`config.mk`:
```
export PLATFORM = sky130hd
export DESIGN_NAME = obsl_loader
export DESIGN_NICKNAME = d
export VERILOG_FILES = /design/src/rtl/obsl_flash_fetch.v /design/src/rtl/obsl_loader.v
export VERILOG_INCLUDE_DIRS = /design/src /design/src/rtl
export SDC_FILE = /design/constraint.sdc
export NUM_CORES = 1
export LEC_CHECK = 0
export BUFFER_PORTS_ARGS = -buffer_cell sky130_fd_sc_hd__buf_2
export CORE_ASPECT_RATIO = 1.4
export CORE_MARGIN = 5
export CORE_UTILIZATION = 45
export CTS_BUF_LIST = sky130_fd_sc_hd__clkbuf_8
export DETAILED_ROUTE_END_ITERATION = 7
export PLACE_DENSITY = 0.72
export SKIP_LAST_GASP = 1
export SLEW_MARGIN = 20
export SYNTH_ARGS = -nofsm -noshare
export SYNTH_HDL_FRONTEND = slang
export SYNTH_SLANG_ARGS = --single-unit
```
`constraint.sdc`:
```
create_clock -name sys_clk -period 2.1 [get_ports sys_clk]
set_input_delay 0.42 -clock sys_clk [delete_from_list [all_inputs] [get_ports sys_clk]]
set_output_delay 0.42 -clock sys_clk [all_outputs]
set_load 0.01 [all_outputs]
```
`src/rtl/obsl_defs.vh`:
```
// Constants for the option bit shadow loader
`ifndef OBSL_DEFS_VH
`define OBSL_DEFS_VH
`define OBSL_ADDR_OPTION_BYTE_ZERO 8'hFE
`define OBSL_ADDR_OPTION_BYTE_ONE 8'hFF
`define OBSL_REG_OPTION_BYTE_ZERO_SHADOW 12'hD0E
`define OBSL_REG_OPTION_BYTE_ONE_SHADOW 12'hD0F
`define OBSL_REG_PROTECT 12'hD0D
`define OBSL_PRESET 8'hFF
`define OBSL_SMR_FULL_RESET_BIT 5
`define OBSL_SMR_CLKDIV_BIT 0
`define OBSL_BIT_WDT 7
`define OBSL_BIT_WIDE_STACK 3
`define OBSL_BIT_CLK_HALVE 2
`define OBSL_BIT_LOWER_PROT 1
`define OBSL_BIT_ACCESS_PROT 0
`define OBSL_FLASH_LATENCY 2'h2
`endif

```
`src/rtl/obsl_flash_fetch.v`:
```
// Fetches one information block byte with a fixed read latency
`timescale 1ns/100ps
`include "obsl_defs.vh"
module obsl_flash_fetch (
  input wire clk,
  input wire rstN,
  input wire start,
  input wire [7:0] addr,
  output reg [7:0] infoAddr,
  output reg infoRead,
  input wire [7:0] infoData,
  output reg done,
  output reg [7:0] data
);
  reg [1:0] wait_cnt;
  reg busy;
  always @(posedge clk or negedge rstN)
  begin
    if (!rstN)
    begin
      infoAddr <= 8'h00;
      infoRead <= 1'b0;
      done <= 1'b0;
      data <= 8'h00;
      wait_cnt <= 2'h0;
      busy <= 1'b0;
    end
    else
    begin
      done <= 1'b0;
      if (start && !busy)
      begin
        infoAddr <= addr;
        infoRead <= 1'b1;
        busy <= 1'b1;
        wait_cnt <= `OBSL_FLASH_LATENCY;
      end
      else if (busy)
      begin
        if (wait_cnt == 2'h0)
        begin
          data <= infoData;
          done <= 1'b1;
          busy <= 1'b0;
          infoRead <= 1'b0;
        end
        else
          wait_cnt <= wait_cnt - 2'h1;
      end
    end
  end
endmodule

```
`src/rtl/obsl_loader.v`:
```
// Option byte shadow loader: reset-time load, CPU access, protection latches
// Contract
// - On power-on, or recovery reset with control bit 5 set, load option bytes.
// - New flash option values take effect only after the next reload.
// - Feature enables other than the protection flops come from shadow registers, never straight from flash.
// - Option byte 0 is read from FEh, option byte 1 from FFh.
// - CPU reads and writes all shadow bits except option byte 1 bits 1:0.
// - Byte 0 outputs hold the preset until byte 0 is fetched, byte 1 outputs until the load has finished.
// - Shadows are preset to a fixed value at reset start.
// - Option byte 0 bit 7: 1 watchdog by instruction, 0 always on.
// - Option byte 0 bits 6:0 are active-low pull-up enables per port.
// - Option byte 0 shadow is an 8-bit register at D0Eh.
// - Power-on reset samples option byte 1 bits 1:0 into protection flops.
// - Protection flop values are readable at their own register address.
// - Software writes never change the protection flops.
// - Option byte 1: 7:4 reserved, 3 stack, 2 divider, 1:0 protect.
// - Bit 3 one gives 16-bit stack, zero gives 8-bit stack.
// - With control bit 0 low, bit 2 one halves the crystal clock.
`timescale 1ns/100ps
`include "obsl_defs.vh"
module obsl_loader (
  input wire sys_clk,
  input wire arst_n,
  input wire porReset,
  input wire recoveryReset,
  input wire resetEnding,
  input wire [7:0] recovery_control_register,
  output wire [7:0] infoAddr,
  output wire infoRead,
  input wire [7:0] infoData,
  input wire [11:0] regAddr,
  input wire regWrite,
  input wire regRead,
  input wire [7:0] regWdata,
  output reg [7:0] regRdata,
  output reg loadDone,
  output reg watchdog_policy,
  output reg port4_pullup_n,
  output reg port3_pullup_n,
  output reg port2_pullup_n,
  output reg port1_high_pullup_n,
  output reg port1_low_pullup_n,
  output reg port0_high_pullup_n,
  output reg port0_low_pullup_n,
  output reg wide_stack_select,
  output reg clock_halving_enable,
  output reg lower_half_protect,
  output reg flash_access_protect
);
  localparam S_IDLE = 2'h0;
  localparam S_OPTION_BYTE_ZERO = 2'h1;
  localparam S_OPTION_BYTE_ONE = 2'h2;
  reg rstMeta;
  reg rstSync;
  reg [1:0] state;
  reg [1:0] next_state;
  reg [7:0] option_byte0_shadow;
  reg [7:0] option_byte1_shadow;
  reg loadIsPor;
  reg fetchStart;
  reg [7:0] fetchAddr;
  wire fetchDone;
  wire [7:0] fetchData;
  wire loadRequest;
  wire hitOpt0;
  wire hitOpt1;

  always @(posedge sys_clk or negedge arst_n)
  begin
    if (!arst_n)
    begin
      rstMeta <= 1'b0;
      rstSync <= 1'b0;
    end
    else
    begin
      rstMeta <= 1'b1;
      rstSync <= rstMeta;
    end
  end

  // Load only in the tail of reset so flash supply has settled
  assign loadRequest = resetEnding && (porReset ||
    (recoveryReset && recovery_control_register[`OBSL_SMR_FULL_RESET_BIT]));

  obsl_flash_fetch u_fetch (
    .clk(sys_clk),
    .rstN(rstSync),
    .start(fetchStart),
    .addr(fetchAddr),
    .infoAddr(infoAddr),
    .infoRead(infoRead),
    .infoData(infoData),
    .done(fetchDone),
    .data(fetchData)
  );

  always @*
  begin
    next_state = state;
    fetchStart = 1'b0;
    fetchAddr = `OBSL_ADDR_OPTION_BYTE_ZERO;
    case (state)
      S_IDLE:
      begin
        if (loadRequest)
        begin
          next_state = S_OPTION_BYTE_ZERO;
        end
      end
      S_OPTION_BYTE_ZERO:
      begin
        // Holding start through the done cycle would refetch byte 0 into byte 1
        fetchStart = !fetchDone;
        fetchAddr = `OBSL_ADDR_OPTION_BYTE_ZERO;
        if (fetchDone)
          next_state = S_OPTION_BYTE_ONE;
      end
      S_OPTION_BYTE_ONE:
      begin
        fetchStart = !fetchDone;
        fetchAddr = `OBSL_ADDR_OPTION_BYTE_ONE;
        if (fetchDone)
          next_state = S_IDLE;
      end
      default:
        next_state = S_IDLE;
    endcase
  end

  assign hitOpt0 = (regAddr == `OBSL_REG_OPTION_BYTE_ZERO_SHADOW);
  assign hitOpt1 = (regAddr == `OBSL_REG_OPTION_BYTE_ONE_SHADOW);

  // Preset on reset start gives defined erased values before load
  always @(posedge sys_clk or negedge rstSync)
  begin
    if (!rstSync)
    begin
      state <= S_IDLE;
      option_byte0_shadow <= `OBSL_PRESET;
      option_byte1_shadow <= `OBSL_PRESET;
      loadIsPor <= 1'b0;
      loadDone <= 1'b0;
    end
    else
    begin
      state <= next_state;
      if (state == S_IDLE && loadRequest)
      begin
        loadIsPor <= porReset;
        loadDone <= 1'b0;
      end
      if (state == S_OPTION_BYTE_ZERO && fetchDone)
        option_byte0_shadow <= fetchData;
      else if (regWrite && hitOpt0)
        option_byte0_shadow <= regWdata;
      if (state == S_OPTION_BYTE_ONE && fetchDone)
      begin
        option_byte1_shadow <= fetchData;
        loadDone <= 1'b1;
      end
      else if (regWrite && hitOpt1)
        option_byte1_shadow[7:2] <= regWdata[7:2];
    end
  end

  // Protection flops: only the power-on load touches them, no bus path
  always @(posedge sys_clk or negedge rstSync)
  begin
    if (!rstSync)
    begin
      lower_half_protect <= 1'b1;
      flash_access_protect <= 1'b1;
    end
    else if (state == S_OPTION_BYTE_ONE && fetchDone && loadIsPor)
    begin
      lower_half_protect <= fetchData[`OBSL_BIT_LOWER_PROT];
      flash_access_protect <= fetchData[`OBSL_BIT_ACCESS_PROT];
    end
  end

  // Feature outputs follow the shadows one clock later
  always @(posedge sys_clk or negedge rstSync)
  begin
    if (!rstSync)
    begin
      watchdog_policy <= 1'b1;
      port4_pullup_n <= 1'b1;
      port3_pullup_n <= 1'b1;
      port2_pullup_n <= 1'b1;
      port1_high_pullup_n <= 1'b1;
      port1_low_pullup_n <= 1'b1;
      port0_high_pullup_n <= 1'b1;
      port0_low_pullup_n <= 1'b1;
      wide_stack_select <= 1'b1;
      clock_halving_enable <= 1'b1;
    end
    else
    begin
      watchdog_policy <= option_byte0_shadow[`OBSL_BIT_WDT];
      port4_pullup_n <= option_byte0_shadow[6];
      port3_pullup_n <= option_byte0_shadow[5];
      port2_pullup_n <= option_byte0_shadow[4];
      port1_high_pullup_n <= option_byte0_shadow[3];
      port1_low_pullup_n <= option_byte0_shadow[2];
      port0_high_pullup_n <= option_byte0_shadow[1];
      port0_low_pullup_n <= option_byte0_shadow[0];
      wide_stack_select <= option_byte1_shadow[`OBSL_BIT_WIDE_STACK];
      // Divider only honours this when the recovery control bit 0 is low
      clock_halving_enable <= option_byte1_shadow[`OBSL_BIT_CLK_HALVE] &
        ~recovery_control_register[`OBSL_SMR_CLKDIV_BIT];
    end
  end

  always @(posedge sys_clk or negedge rstSync)
  begin
    if (!rstSync)
      regRdata <= 8'h00;
    else if (regRead)
    begin
      if (hitOpt0)
        regRdata <= option_byte0_shadow;
      else if (hitOpt1)
        regRdata <= {option_byte1_shadow[7:2], lower_half_protect, flash_access_protect};
      else if (regAddr == `OBSL_REG_PROTECT)
        regRdata <= {6'h00, lower_half_protect, flash_access_protect};
      else
        regRdata <= 8'h00;
    end
  end
endmodule

```
# Word level (Yosys, flattened, before mapping)

Cells that the tools add are included.

Input port bits: 43
ROM bits: 0
Register bits: 61
Memories kept: 0
Output and inout port bits: 30
Bits in latches: 0
RAM bits: 0
Word-level logic and storage cells: 90

Equality and inequality tests: 9
Reduce and logical (&&, ||, !) cells: 24
Shifts and indexed selects: 0
Bitwise gates (word level): 3
Multiply operators: 0
$lt $le $gt $ge: 0
Multiplexer cells: 27
Add/sub/neg operators: 1
Divide/modulo/power cells: 0

Operators by type and width:

| cell                                                                     | count |
|---|---|
| 12-bit == test (second input constant)                                   | 3 |
| 8-bit two-way mux                                                        | 4 |
| 2-bit two-way mux                                                        | 7 |
| 1-bit two-way mux                                                        | 13 |
| 6-bit two-way mux                                                        | 2 |
| 2-bit nonzero test                                                       | 5 |
| 1-bit logical AND                                                        | 9 |
| 2-bit by 1-bit inequality test with 1-bit output (second input constant) | 3 |
| 2-bit one-hot mux with 3 select lines                                    | 1 |
| 3-bit AND reduction                                                      | 2 |
| 2-bit logical NOT                                                        | 2 |
| 2-bit AND reduction                                                      | 2 |
| 2-bit by 1-bit == test with 1-bit output (second input constant)         | 1 |
| 2-bit == test (second input constant)                                    | 1 |
| 1-bit logical NOT                                                        | 2 |
| 2-bit inequality test (second input constant)                            | 1 |
| 1-bit inverter                                                           | 2 |
| 2-bit OR reduction                                                       | 1 |
| 2-bit by 1-bit subtractor with 2-bit output (second input constant)      | 1 |
| 1-bit bitwise AND                                                        | 1 |
| 1-bit logical OR                                                         | 1 |

# Longest topological paths before layout

Word-level depth: 6
Mapped depth: 6
Depth with buffers taken out: 6

# Modules after synthesis

From an unflattened synthesis, not the netlist that was laid out.

Cells, all modules: 226
Area, all modules: 2816.5 sq um

Modules (own cells, without submodules):

| module           | instances | area an instance (sq um) | cells an instance |
|---|---|---|---|
| obsl_loader      | 1         | 1963.1                   | 171 |
| obsl_flash_fetch | 1         | 853.3                    | 55 |

# Least setup slack after synthesis

No wires, ideal clock.

Path kind: input to register
From: input regAddr[7]
To: register option_byte0_shadow[0]
Stages: 5
Path buffers: 1
Path slack: 0.041 ns
Arrival: 1.996 ns
Cell sequence: or4b_4 > or4_4 > buf_6 > or3b_1 > nand3_1

Word-level cells in the longest chain between the ends: 3

Ends and longest elaborated chain:

| what                         | line              | RTL |
|---|---|---|
| start: declaration           | obsl_loader.v:31  | `input wire [11:0] regAddr,` |
| 12-bit == test (no line)     | n/a               |  |
| 1-bit logical AND            | obsl_loader.v:155 | `else if (regWrite && hitOpt0)` |
| 2-bit nonzero test (no line) | n/a               |  |
| end signal: assignment       | obsl_loader.v:140 | `` option_byte0_shadow <= `OBSL_PRESET; `` |
| end signal: assignment       | obsl_loader.v:154 | `option_byte0_shadow <= fetchData;` |
| end signal: assignment       | obsl_loader.v:156 | `option_byte0_shadow <= regWdata;` |
| end: declaration             | obsl_loader.v:57  | `reg [7:0] option_byte0_shadow;` |

No other way between the ends.
A chain may end at the register's enable or synchronous reset.

# Final worst setup path

From: register state[0]
To: register option_byte1_shadow[6]

Word-level cells in the longest chain between the ends: 3
Elaborated cells on any way between the ends: 4
Classes of those cells: eq/ne: 1; mux: 1; reduce/logical: 2

Ends and longest elaborated chain:

| what                                                           | line              | RTL |
|---|---|---|
| start: declaration                                             | obsl_loader.v:55  | `reg [1:0] state;` |
| start signal: assignment                                       | obsl_loader.v:147 | `state <= next_state;` |
| 2-bit == test *                                                | obsl_loader.v:157 | `if (state == S_OPTION_BYTE_ONE && fetchDone)` |
| 1-bit logical AND *                                            | obsl_loader.v:157 |  |
| 6-bit two-way mux / 2-bit nonzero test (equally long branches) | n/a               |  |
| end signal: assignment                                         | obsl_loader.v:141 | `` option_byte1_shadow <= `OBSL_PRESET; `` |
| end signal: assignment                                         | obsl_loader.v:159 | `option_byte1_shadow <= fetchData;` |
| end signal: assignment                                         | obsl_loader.v:163 | `option_byte1_shadow[7:2] <= regWdata[7:2];` |
| end: declaration                                               | obsl_loader.v:58  | `reg [7:0] option_byte1_shadow;` |

Mark *: on every way between the ends. The rest lies on a longest branch, timed or not.

==> run metrics <==
status=finished clean; Worst Reg2Reg Path Length in Cells=7; Sw Ratio=0.309; Post-Syn Instances=roughly 210; synth unique cells=36; crit path launch type=flop; clock power share=0.169; RSZ-0062 raised after global routing=false; number of flops mapped to enable cells by yosys=0; I/O Pins=73; global route total overflow=0; vias in the first global route=1,817; Vias/cell=5.06; Worst-Skew Late Latency=slightly above 0.3 ns; core area=5240 sq um; Layout fillers=471; total number of yosys warnings=0; synthesized area per cell=approximately 12 sq um; Hold WS=0.200 ns; Cell Area, Synth=roughly 2400 sq um; worst-path fanout max=9; via count=approximately 1,700; H-tree depth=2; largest net degree at the start of global routing=37; nets@finish=~320; Hold Path Class=flop to asynchronous set/reset pin; final worst-path cycle share=0.877; total power per unit cell area=1210 nW/um^2; WP data required=2.36 ns; first-pass GRT wire length=~8400 um; Initial DRC Count=77; Final Hold Viols=0; drt wl/cell=14.4 um; drt drc=0; Tmin final=1.84 ns; # clock sinks=between 50 and 60; commonest non-fill, non-tap cell in the layout=buf_2; Worst Setup End Kind=flop; Syn-to-layout area delta=20.1%; Final ANT Viol Nets=0; Reg power frac=0.539; Layout Skew=0.0106 ns; Synth async-reset ratio=1.00; die width=72.3 um; Internal Power=2.45 mW; Starting Density=0.466; WL final=4950 um; Setup TNS=0 ns; max-cap check violation count=0; HPWL after DPL=slightly below 4000 um; GP Congestion=0.796; pre-CTS setup slack=0.00782 ns; Port Buffers=between 60 and 70; Sw Pwr=1.10 mW; number of setup buffers added after CTS=0; Finished Core Util=0.560; maximum buffer depth of the clock tree=2; Seq/Total Area, Yosys=0.577; Slew HR=0.612; Worst Tran Pin Value=0.575 ns; FP Rows=31; commonest non-fill, non-tap cells in the layout=buf_2, dfrtp_1, dfstp_2; Synth Flop Type=dfrtp_1; final setup violation count=0; # diodes=0; Placed Area=roughly 2800 sq um; Combinational Power Share=0.292; Design Area, Final=2930 sq um; VDD IR max=0.579 mV; ratio of cells with drive above 1 in the final layout=0.440; Yosys reg bits=55; Pre-antenna DRT Iters=4; Mapped Nets=257; Die ar.=between 7000 and 8000 sq um; Clock transition at path regs=around 0.10 ns; Setup CP Type=flop to flop; die height=around 97 um; Setup WS post-layout=approximately 0.26 ns; critical path arrival=2.10 ns; Leakage=1.39 nW; Root Buffer=clkbuf_8; Max Slew Vio Count=0; Num CTS Buffers=5; Max Fclk=543 MHz; initial antenna violation count=0; clock tree from TritonCTS=yes; Total Routing Usage GR=0.150
-- power groups by stage --
stage                     clock, mW  sequential [mW]  combinational [mW]
after floorplan                   0             1.92               0.688
after global placement            0             1.91                1.03
after detailed placement          0             1.93                1.06
after CTS                     0.611             1.91                1.06
after global routing          0.663             1.97                1.16
final                         0.602             1.91                1.03
-- repair_timing --
item	in CTS	in global routing
hold endpoints to repair	2	0
gates resized for setup	0	0
hold buffers	1	0
-- layout make-up --
class | count | area, sq um | share of cell area
well taps | 66 | 82.6 | 0.0282
clock inverters | 2 | 12.5 | 0.00427
repair buffers | 72 | 390 | 0.133
inverters | 16 | 60.1 | 0.0205
flip-flops and latches | 55 | 1410 | 0.481
multi-input cells | 126 | 895 | 0.305
clock buffers | 6 | 82.6 | 0.0282
-- Yosys cell counts (all sizes together) (2+ instances only) --
library cell  number  share of area
dfrtp             29           0.30
dfstp             26           0.28
nand2             21          0.032
inv               16          0.025
nand3             14          0.029
mux2              13          0.060
buf                9          0.028
and2               8          0.020
mux2i              8          0.033
o22ai              7          0.018
a221o              6          0.025
and3               6          0.015
o211ai             6          0.018
ha                 5          0.026
nor2               5         0.0077
nor2b              4          0.010
clkbuf             3         0.0046
o21ai              3         0.0061
a21oi              2         0.0041
a22o               2         0.0072
nand3b             2         0.0061
or3b               2         0.0072
-- stage by stage --
step	power, mW	instances
after floorplan	2.61	209
after global placement	2.94	334
after detailed placement	2.99	334
after CTS	3.59	343
after global routing	3.79	343
final	3.55	343
-- critical path, cell delays in order (launching register included) --
cell and delay (ns):
dfrtp_1 0.41, inv_1 0.08, ha_1 0.30, and2_1 0.24, nand3b_1 0.17, nor4_1 0.23, buf_4 0.21, a221o_1 0.15
-- path summary, 6_finish.rpt --
kind,endpoint,from,slack (ns)
max reg2reg,option_byte1_shadow[6],state[0],0.26
min,u_fetch.data[4],rstSync,0.20
max in group asynchronous,lower_half_protect,rstSync,1.30
max,option_byte1_shadow[6],state[0],0.26
min reg2reg,u_fetch.data[4],rstSync,0.20
min in group sys_clk,clock_halving_enable,recovery_control_register[0],0.22
-- state kept, by name, indices dropped and copies added, names as in the netlist, 2 cells and up --
name                 flops
state                    2
u_fetch.infoAddr         2
regRdata                 8
option_byte1_shadow      6
u_fetch.data             8
option_byte0_shadow      8
u_fetch.wait_cnt         2
-- routing by layer --
layer / up-vias / global-route usage / wire length, um
met2: 38 / 0.275 / 2740
li1: 854 / - / -
met3: 11 / 0.0393 / 223
met4: 0 / 0.0622 / 118
met1: 833 / 0.156 / 1870
met5: - / 0 / 0
-- cells by family (layout without fill, tap and decap cells) --
family / Yosys count / count (layout) / share of synthesized area
AND/OR/NAND/NOR: 70 / 70 / 0.158
flip-flops: 55 / 55 / 0.577
AO/OA/AOI/OAI: 29 / 29 / 0.0886
buffers and inverters: 28 / 96 / 0.0569
multiplexers: 21 / 21 / 0.0927
adder cells (fa/ha/maj): 5 / 5 / 0.0256
other: 1 / 1 / 0.00154
(Power assumes the default switching activity.)
